## config.mk

```make
export PLATFORM = sky130hd
export DESIGN_NAME = load_store_sample_capture
export DESIGN_NICKNAME = d
export VERILOG_FILES = /design/src/verilog/ls_sample_pkg.sv /design/src/verilog/load_store_sample_capture.sv
export VERILOG_INCLUDE_DIRS = /design/src /design/src/verilog
export SDC_FILE = /design/constraint.sdc
export NUM_CORES = 1
export LEC_CHECK = 0
export ABC_AREA = 0
export BUFFER_PORTS_ARGS = -buffer_cell sky130_fd_sc_hd__buf_2
export CAP_MARGIN = 20
export CORE_ASPECT_RATIO = 0.75
export CORE_MARGIN = 2
export CORE_UTILIZATION = 53
export DETAILED_ROUTE_END_ITERATION = 8
export PLACE_DENSITY = 0.76
export SYNTH_ARGS = -nofsm -noshare
export SYNTH_HDL_FRONTEND = slang
export SYNTH_SLANG_ARGS = --single-unit
```

## constraint.sdc

```tcl
create_clock -name clk -period 4.85 [get_ports clk]
set_clock_uncertainty 0.1 [all_clocks]
set_input_delay 0.485 -clock clk [delete_from_list [all_inputs] [get_ports clk]]
set_output_delay 0.485 -clock clk [all_outputs]
set_load 0.05 [all_outputs]
```

## src/verilog/ls_sample_cfg.svh

```systemverilog
`ifndef LS_SAMPLE_CFG_SVH
`define LS_SAMPLE_CFG_SVH

// ----------------------------------------
// register byte offsets
// ----------------------------------------
`define OFF_INFO_LO     8'h00
`define OFF_INFO_HI     8'h04
`define OFF_FABRIC_LO   8'h08
`define OFF_FABRIC_HI   8'h0C
`define OFF_VADDR_LO    8'h10
`define OFF_VADDR_HI    8'h14
`define OFF_PADDR_LO    8'h18
`define OFF_PADDR_HI    8'h1C
`define OFF_CTRL        8'h20
`define OFF_IRQ_STAT    8'h24
`define OFF_IRQ_MASK    8'h28

// ----------------------------------------
// fields
// ----------------------------------------
`define CTRL_ENABLE_BIT 0
`define IRQ_SAMPLE_BIT  0
`define IRQ_OVF_BIT     1
`define IRQ_W           2
`define SRC_NONE        3'h0
`define SRC_L3          3'h1
`define SRC_CACHE       3'h2
`define SRC_DRAM        3'h3
`define SRC_IO          3'h7
`define LAT_W           16
`define LAT_MAX         16'hFFFF
`define INFO_FLAGS_LSB  0
`define INFO_LAT_LSB    32
`define RESP_OKAY       2'h0
`define RESP_SLVERR     2'h2

`endif

```

## src/verilog/ls_sample_pkg.sv

```systemverilog
package ls_sample_pkg;

  // per-op outcome flags from the load/store unit
  typedef struct packed {
    logic load_flag;
    logic store_flag;
    logic first_dtlb_miss;
    logic second_dtlb_miss;
    logic first_dtlb_hit_2m;
    logic first_dtlb_hit_1g;
    logic second_dtlb_hit_2m;
    logic dcache_miss_flag;
    logic misaligned_access;
    logic load_bank_conflict;
    logic store_bank_conflict;
    logic store_forwarded;
    logic store_forward_cancelled;
    logic uncacheable_access;
    logic write_combining_access;
    logic locked_access;
    logic miss_buffer_hit;
    logic virt_addr_valid;
    logic phys_addr_valid;
  } ls_flags_t;

  // fabric report for a load that missed both caches
  typedef struct packed {
    logic       fabric_cache_state;
    logic       fabric_remote_dest;
    logic [2:0] fabric_data_source;
  } fabric_info_t;

  typedef enum logic [1:0] {
    ST_IDLE = 2'b00,
    ST_MISS = 2'b01,
    ST_DONE = 2'b10
  } cap_state_t;

endpackage : ls_sample_pkg

```

## src/verilog/load_store_sample_capture.sv

```systemverilog
`include "ls_sample_cfg.svh"
`timescale 1ns/1ns
`default_nettype none

module load_store_sample_capture
  import ls_sample_pkg::*;
#(
  parameter int VA_W = 48,
  parameter int PA_W = 48
) (
  // clock, reset, enable
  input  wire logic              clk,
  input  wire logic              sys_rst,
  input  wire logic              clk_en,
  // load/store unit
  input  wire logic              op_sampled,
  input  wire ls_flags_t         op_flags,
  input  wire logic [VA_W-1:0]   op_virt_addr,
  input  wire logic [PA_W-1:0]   op_phys_addr,
  input  wire logic              l2_miss,
  input  wire logic              dcache_write,
  // request fabric
  input  wire logic              fabric_valid,
  input  wire fabric_info_t      fabric_info,
  // axi4-lite slave
  input  wire logic [7:0]        s_axi_awaddr,
  input  wire logic              s_axi_awvalid,
  output logic                   s_axi_awready,
  input  wire logic [31:0]       s_axi_wdata,
  input  wire logic [3:0]        s_axi_wstrb,
  input  wire logic              s_axi_wvalid,
  output logic                   s_axi_wready,
  output logic [1:0]             s_axi_bresp,
  output logic                   s_axi_bvalid,
  input  wire logic              s_axi_bready,
  input  wire logic [7:0]        s_axi_araddr,
  input  wire logic              s_axi_arvalid,
  output logic                   s_axi_arready,
  output logic [31:0]            s_axi_rdata,
  output logic [1:0]             s_axi_rresp,
  output logic                   s_axi_rvalid,
  input  wire logic              s_axi_rready,
  // interrupt
  output logic                   irq
);

  // ----------------------------------------
  // helpers
  // ----------------------------------------
  function automatic logic [31:0] word_of(input logic [63:0] v, input logic hi);
    word_of = hi ? v[63:32] : v[31:0];
  endfunction : word_of

  function automatic logic timed_load(input ls_flags_t f);
    timed_load = f.load_flag && f.dcache_miss_flag;
  endfunction : timed_load

  // ----------------------------------------
  // capture state
  // ----------------------------------------
  cap_state_t          st_q, st_d;
  ls_flags_t           pend_q, pend_d, flags_q, flags_d;
  logic [VA_W-1:0]     pva_q, pva_d, va_q, va_d;
  logic [PA_W-1:0]     ppa_q, ppa_d, pa_q, pa_d;
  logic [`LAT_W-1:0]   cnt_q, cnt_d, lat_q, lat_d;
  logic                pl2_q, pl2_d;
  fabric_info_t        fab_q, fab_d;
  logic                done_ev, ovf_ev;
  logic                enable_q, enable_d;

  always_comb begin
    st_d    = st_q;
    pend_d  = pend_q;
    pva_d   = pva_q;
    ppa_d   = ppa_q;
    cnt_d   = cnt_q;
    pl2_d   = pl2_q;
    flags_d = flags_q;
    va_d    = va_q;
    pa_d    = pa_q;
    lat_d   = lat_q;
    fab_d   = fab_q;
    done_ev = 1'b0;
    ovf_ev  = 1'b0;
    case (st_q)
      ST_IDLE: begin
        // ops arriving while disabled are dropped
        if (enable_q && op_sampled) begin
          pend_d = op_flags;
          pva_d  = op_virt_addr;
          ppa_d  = op_phys_addr;
          pl2_d  = l2_miss;
          cnt_d  = '0;
          if (timed_load(op_flags))
            st_d = ST_MISS;
          else
            st_d = ST_DONE;
        end
      end
      ST_MISS: begin
        // count until data written
        // saturate, so a very long miss never reads short
        if (cnt_q != `LAT_MAX)
          cnt_d = cnt_q + `LAT_W'(1);
        if (l2_miss)
          pl2_d = 1'b1;
        if (dcache_write)
          st_d = ST_DONE;
      end
      ST_DONE: begin
        done_ev = 1'b1;
        st_d    = ST_IDLE;
        flags_d = pend_q;
        va_d    = pend_q.virt_addr_valid ? pva_q : '0;
        pa_d    = pend_q.phys_addr_valid ? ppa_q : '0;
        lat_d   = timed_load(pend_q) ? cnt_q : '0;
        fab_d   = '0;
        // fabric only for loads missing both levels
        if (timed_load(pend_q) && pl2_q && fabric_valid) begin
          if (fabric_info.fabric_data_source != `SRC_NONE)
            fab_d = fabric_info;
        end
      end
      default: st_d = ST_IDLE;
    endcase
    // disabling aborts a capture in flight; a finished one still lands
    if (!enable_q && st_q != ST_DONE)
      st_d = ST_IDLE;
    // a second op while busy is lost, so software is told
    if (op_sampled && st_q != ST_IDLE)
      ovf_ev = 1'b1;
  end

  always_ff @(posedge clk) begin
    if (sys_rst) begin
      st_q    <= ST_IDLE;
      pend_q  <= '0;
      pva_q   <= '0;
      ppa_q   <= '0;
      cnt_q   <= '0;
      pl2_q   <= 1'b0;
      flags_q <= '0;
      va_q    <= '0;
      pa_q    <= '0;
      lat_q   <= '0;
      fab_q   <= '0;
    end else if (clk_en) begin
      st_q    <= st_d;
      pend_q  <= pend_d;
      pva_q   <= pva_d;
      ppa_q   <= ppa_d;
      cnt_q   <= cnt_d;
      pl2_q   <= pl2_d;
      flags_q <= flags_d;
      va_q    <= va_d;
      pa_q    <= pa_d;
      lat_q   <= lat_d;
      fab_q   <= fab_d;
    end
  end

  // ----------------------------------------
  // register images
  // ----------------------------------------
  logic [63:0] info_img, fab_img, va_img, pa_img;
  always_comb begin
    info_img = 64'h0;
    info_img[`INFO_FLAGS_LSB +: $bits(ls_flags_t)] = flags_q;
    // latency alone in the upper word, one read returns it whole
    info_img[`INFO_LAT_LSB +: `LAT_W] = lat_q;
  end
  assign fab_img  = {59'h0, fab_q};
  // address bits above the operand width read as zero
  assign va_img   = 64'(va_q);
  assign pa_img   = 64'(pa_q);

  // ----------------------------------------
  // axi4-lite slave
  // ----------------------------------------
  logic              aw_held_q, aw_held_d, w_held_q, w_held_d;
  logic [7:0]        awaddr_q, awaddr_d;
  logic [31:0]       wdata_q, wdata_d;
  logic              wstrb0_q, wstrb0_d;
  logic              bvalid_q, bvalid_d, rvalid_q, rvalid_d;
  logic [1:0]        bresp_q, bresp_d, rresp_q, rresp_d;
  logic [31:0]       rdata_q, rdata_d;
  logic [`IRQ_W-1:0] stat_q, stat_d, mask_q, mask_d;
  logic              do_write;

  assign s_axi_awready = !aw_held_q && !bvalid_q;
  assign s_axi_wready  = !w_held_q && !bvalid_q;
  assign s_axi_arready = !rvalid_q;
  assign s_axi_bvalid  = bvalid_q;
  assign s_axi_bresp   = bresp_q;
  assign s_axi_rvalid  = rvalid_q;
  assign s_axi_rresp   = rresp_q;
  assign s_axi_rdata   = rdata_q;
  assign irq           = |(stat_q & mask_q);

  always_comb begin
    aw_held_d = aw_held_q;
    w_held_d  = w_held_q;
    awaddr_d  = awaddr_q;
    wdata_d   = wdata_q;
    wstrb0_d  = wstrb0_q;
    bvalid_d  = bvalid_q;
    bresp_d   = bresp_q;
    do_write  = 1'b0;
    // address and data may come in either order
    if (s_axi_awvalid && s_axi_awready) begin
      aw_held_d = 1'b1;
      awaddr_d  = s_axi_awaddr;
    end
    if (s_axi_wvalid && s_axi_wready) begin
      w_held_d = 1'b1;
      wdata_d  = s_axi_wdata;
      wstrb0_d = s_axi_wstrb[0];
    end
    if (aw_held_q && w_held_q) begin
      do_write  = 1'b1;
      aw_held_d = 1'b0;
      w_held_d  = 1'b0;
      bvalid_d  = 1'b1;
      bresp_d   = `RESP_OKAY;
      case (awaddr_q)
        `OFF_CTRL, `OFF_IRQ_MASK, `OFF_IRQ_STAT: bresp_d = `RESP_OKAY;
        `OFF_INFO_LO, `OFF_INFO_HI, `OFF_FABRIC_LO, `OFF_FABRIC_HI,
        `OFF_VADDR_LO, `OFF_VADDR_HI, `OFF_PADDR_LO, `OFF_PADDR_HI: begin
          bresp_d = `RESP_SLVERR;
        end
        default: bresp_d = `RESP_SLVERR;
      endcase
    end
    if (bvalid_q && s_axi_bready && !do_write)
      bvalid_d = 1'b0;
  end

  // ----------------------------------------
  // read channel
  // ----------------------------------------
  always_comb begin
    rvalid_d = rvalid_q;
    rresp_d  = rresp_q;
    rdata_d  = rdata_q;
    if (rvalid_q && s_axi_rready)
      rvalid_d = 1'b0;
    // halves are not latched together; read both between samples
    if (s_axi_arvalid && s_axi_arready) begin
      rvalid_d = 1'b1;
      rresp_d  = `RESP_OKAY;
      case (s_axi_araddr)
        `OFF_INFO_LO:   rdata_d = word_of(info_img, 1'b0);
        `OFF_INFO_HI:   rdata_d = word_of(info_img, 1'b1);
        `OFF_FABRIC_LO: rdata_d = word_of(fab_img, 1'b0);
        `OFF_FABRIC_HI: rdata_d = word_of(fab_img, 1'b1);
        `OFF_VADDR_LO:  rdata_d = word_of(va_img, 1'b0);
        `OFF_VADDR_HI:  rdata_d = word_of(va_img, 1'b1);
        `OFF_PADDR_LO:  rdata_d = word_of(pa_img, 1'b0);
        `OFF_PADDR_HI:  rdata_d = word_of(pa_img, 1'b1);
        `OFF_CTRL:      rdata_d = {31'h0, enable_q};
        `OFF_IRQ_STAT:  rdata_d = {30'h0, stat_q};
        `OFF_IRQ_MASK:  rdata_d = {30'h0, mask_q};
        default: begin
          rdata_d = 32'h0;
          rresp_d = `RESP_SLVERR;
        end
      endcase
    end
  end

  always_ff @(posedge clk) begin
    if (sys_rst) begin
      aw_held_q <= 1'b0;
      w_held_q  <= 1'b0;
      awaddr_q  <= 8'h00;
      wdata_q   <= 32'h0;
      wstrb0_q  <= 1'b0;
      bvalid_q  <= 1'b0;
      bresp_q   <= 2'h0;
    end else if (clk_en) begin
      aw_held_q <= aw_held_d;
      w_held_q  <= w_held_d;
      awaddr_q  <= awaddr_d;
      wdata_q   <= wdata_d;
      wstrb0_q  <= wstrb0_d;
      bvalid_q  <= bvalid_d;
      bresp_q   <= bresp_d;
    end
  end

  always_ff @(posedge clk) begin
    if (sys_rst) begin
      rvalid_q <= 1'b0;
      rresp_q  <= 2'h0;
      rdata_q  <= 32'h0;
    end else if (clk_en) begin
      rvalid_q <= rvalid_d;
      rresp_q  <= rresp_d;
      rdata_q  <= rdata_d;
    end
  end

  // ----------------------------------------
  // control and status
  // ----------------------------------------
  always_comb begin
    enable_d = enable_q;
    mask_d   = mask_q;
    stat_d   = stat_q;
    // only byte lane 0 carries control bits
    if (do_write && wstrb0_q) begin
      case (awaddr_q)
        `OFF_CTRL:     enable_d = wdata_q[`CTRL_ENABLE_BIT];
        `OFF_IRQ_MASK: mask_d   = wdata_q[`IRQ_W-1:0];
        `OFF_IRQ_STAT: stat_d   = stat_q & ~wdata_q[`IRQ_W-1:0];
        default:       enable_d = enable_q;
      endcase
    end
    // set wins over a clear in the same cycle, no event is lost
    if (done_ev)
      stat_d[`IRQ_SAMPLE_BIT] = 1'b1;
    if (ovf_ev)
      stat_d[`IRQ_OVF_BIT] = 1'b1;
  end

  always_ff @(posedge clk) begin
    if (sys_rst) begin
      enable_q <= 1'b0;
      mask_q   <= '0;
      stat_q   <= '0;
    end else if (clk_en) begin
      enable_q <= enable_d;
      mask_q   <= mask_d;
      stat_q   <= stat_d;
    end
  end

endmodule : load_store_sample_capture

`default_nettype wire

```

==> out/qor.txt <==
Critical-path top delay cell: buf_4
Rows: 49
Post-synth EDFFs: 0
Resize count post-CTS: 0
Sum Neg Setup Slack: 0 ns
FF+latch count, synth: 324
CTS Buf Count: 30
Worst EP arrival: 3.03 ns
Worst Path Buf+Inv: 1
final number of setup-violating endpoints: 0
CP cell instances: and4bb_2 > nand2_4 > buf_4 > nand2_1 > a21oi_1
vias: 11,600
# Post-CTS Setup Buffers: 0
port buffer count: 190
Worst-Margin Slew: 1.00 ns
DRC Markers: 0
Pleak: 5.20 nW
Max VDD drop: 0.260 mV
largest net degree at the start of global routing: 142
RSZ-0062 raised after global routing: no
Nets: 1,838
Max Used Layer: met5
Setup crit start kind: register
die width: 186 µm
layout cell share with drive strength beyond 1: 0.186
Initial Utilization: 0.543
clock-pin slew on the worst setup and hold paths: 0.07 ns
top cell type's share of synthesized area: 0.495
WL met1: 16,300 µm
number of global-route vias before repair: 10,400
top_reg_cell synth: dfxtp_1
Core ar.: 24,200 µm²
fin. max-slew vios: 0
clk root buf: clkbuf_16
CTS Sinks: 324
Total GRT Usage: 0.270
Tmin final: 2.68 ns
Req. time, crit path: 5.20 ns
1st-pass router iterations: 7
final period utilization: 0.552
Fillers: 2,133
worst setup margin: 2.17 ns
global-route wire length before repair: 56,300 µm
CTS H-tree lvls: 1
largest cells by area after synthesis: dfxtp_1 (49%), nand2_1 (12%), a21oi_1 (10%)
die height: 140 µm
DR iter-0 viols: 1,293
sequential area share after synthesis: 0.495
Area Overhead vs Synth: 14.6%
Worst Hold Class: primary input to register
most frequent cells in the layout: nand2_1 (412), dfxtp_1 (323), a21oi_1 (261), buf_2 (189), nand3_1 (120)
multi-input logic area: 5980 µm²
warnings from Yosys: 0
Routed met2 length: 15,600 µm
most common cell after layout, fill and taps aside: nand2_1
cell area after synthesis: 13,100 µm²
dpl hpwl: 23,700 µm
FFs w/ async S/R, synth: 0
Clk Latency, worst-skew pair: 0.55 ns
type of the worst setup path: register to register
Max stage delay on crit path: 0.66 ns
TritonCTS clock tree: built
distinct cell type count after synthesis: 72
leading area contributor after synthesis: dfxtp_1
DR WL met3: 3260 µm
capturing element type of the critical path: register
Rel. slew slack: 0.332
DIE AREA: 26,000 µm²
Max Fclk: 0.374 GHz
remaining antenna violation count after routing: 0
grt total ovfl: 0
Top delay family on crit path: simple AND/OR/NAND/NOR gates
num ports: 226
Routed WL: 35,900 µm
global placement routability congestion: 0.885
initial antenna violation count: 4
CP Max Fanout: 67
Mean Syn Cell Area: 8.44 µm²
final hold violations: 0
routed vias/inst: 5.79
PD cells: 356 nW/µm²
Mapped Cells: 1,553
CTS max path bufs: 3
run status: complete, no violations
Setup WS pre-CTS: 2.06 ns
# Max-Cap Violations: 0
Post-CTS Hold Buffers: 0
DR WL/cell: 17.9 µm
Register Area: 6490 µm²
Tot Pwr: 0.00534 W
worst min-delay path: stages:
cell,delay (ns)
buf_2,0.09
nand2_1,0.04
a21oi_1,0.05
metrics by stage:
step	utilization	area, µm²	hold WS [ns]	instances
global placement	0.578	14000	0.335	1950
finish	0.622	15000	0.0661	2009
CTS	0.621	15000	0.0563	2006
global route	0.622	15000	0.0584	2009
detailed placement	0.578	14000	0.342	1951
floorplan	-	13100	0.328	1554
final timing paths:
| check | start | to | slack [ns] | cells after the start |
|---|---|---|---|---|
| worst min-delay path | op_phys_addr[26] | ppa_q[26] | 0.07 | 3 |
| worst max-delay path | st_q[0] | pva_q[28] | 2.17 | 5 |
| worst min register to register | lat_q[7] | lat_q[7] | 0.35 | 2 |
| worst max register to register | st_q[0] | pva_q[28] | 2.17 | 5 |
area by class of cell:
type                            instances  area share
Clock inverter                          9     0.00983
Inverter                                8     0.00200
Clock buffer                           46      0.0594
Timing Repair Buffer                  204      0.0709
Sequential cell                       324       0.432
Tap cell                              331      0.0276
Antenna cell                            2    0.000333
Multi-Input combinational cell       1085       0.398
sequential cells by signal, indices dropped and copies added (netlist names), 8 cells and up:
name / flops
ppa_q: 48
lat_q: 16
pa_q: 48
awaddr_q: 8
cnt_q: 16
va_q: 48
flags_q: 19
s_axi_rdata: 32
pva_q: 48
pend_q: 19
report_power, final:
group / switching, W / total (W) / leakage (nW) / internal [W]
sequential: 0.00000587 / 0.00267 / 2.61 / 0.00267
combinational: 0.000131 / 0.000206 / 2.08 / 0.0000747
clock: 0.000991 / 0.00247 / 0.508 / 0.00147
total: 0.00113 / 0.00534 / 5.20 / 0.00422
synthesized netlist by cell type (4+ instances only):
master	number
clkbuf_1	62
a221o_2	10
inv_1	8
nand2b_1	6
a22o_1	8
nor2b_1	6
a2bb2oi_1	13
nand2_1	414
nor3b_1	12
nand3_1	120
nor2_1	44
nand4_1	10
nor3_1	5
buf_6	7
buf_4	9
dfxtp_1	324
buf_1	10
buf_2	47
a21oi_1	261
mux2i_1	28
a22oi_1	19
o311ai_0	5
nand3b_1	4
mux2_2	13
o21ai_0	7
mux4_2	15
and4_1	5
o2bb2ai_1	7
nor4_1	8
metal layers:
metal,vias to the layer above,GRT usage
met2,475,0.396
met4,2,0.0655
met3,61,0.0510
met5,-,0
met1,5490,0.409
li1,5596,-
cells by family after synthesis:
logic type                 count (synthesis)  synth area share
and+or+nand+nor                          662             0.226
AOI/OAI and AO/OA                        364             0.167
DFF                                      324             0.495
buffers and inverters                    145            0.0528
muxes                                     56            0.0583
adders and majority gates                  1          0.000954
other                                      1          0.000286
(Power assumes the default switching activity.)
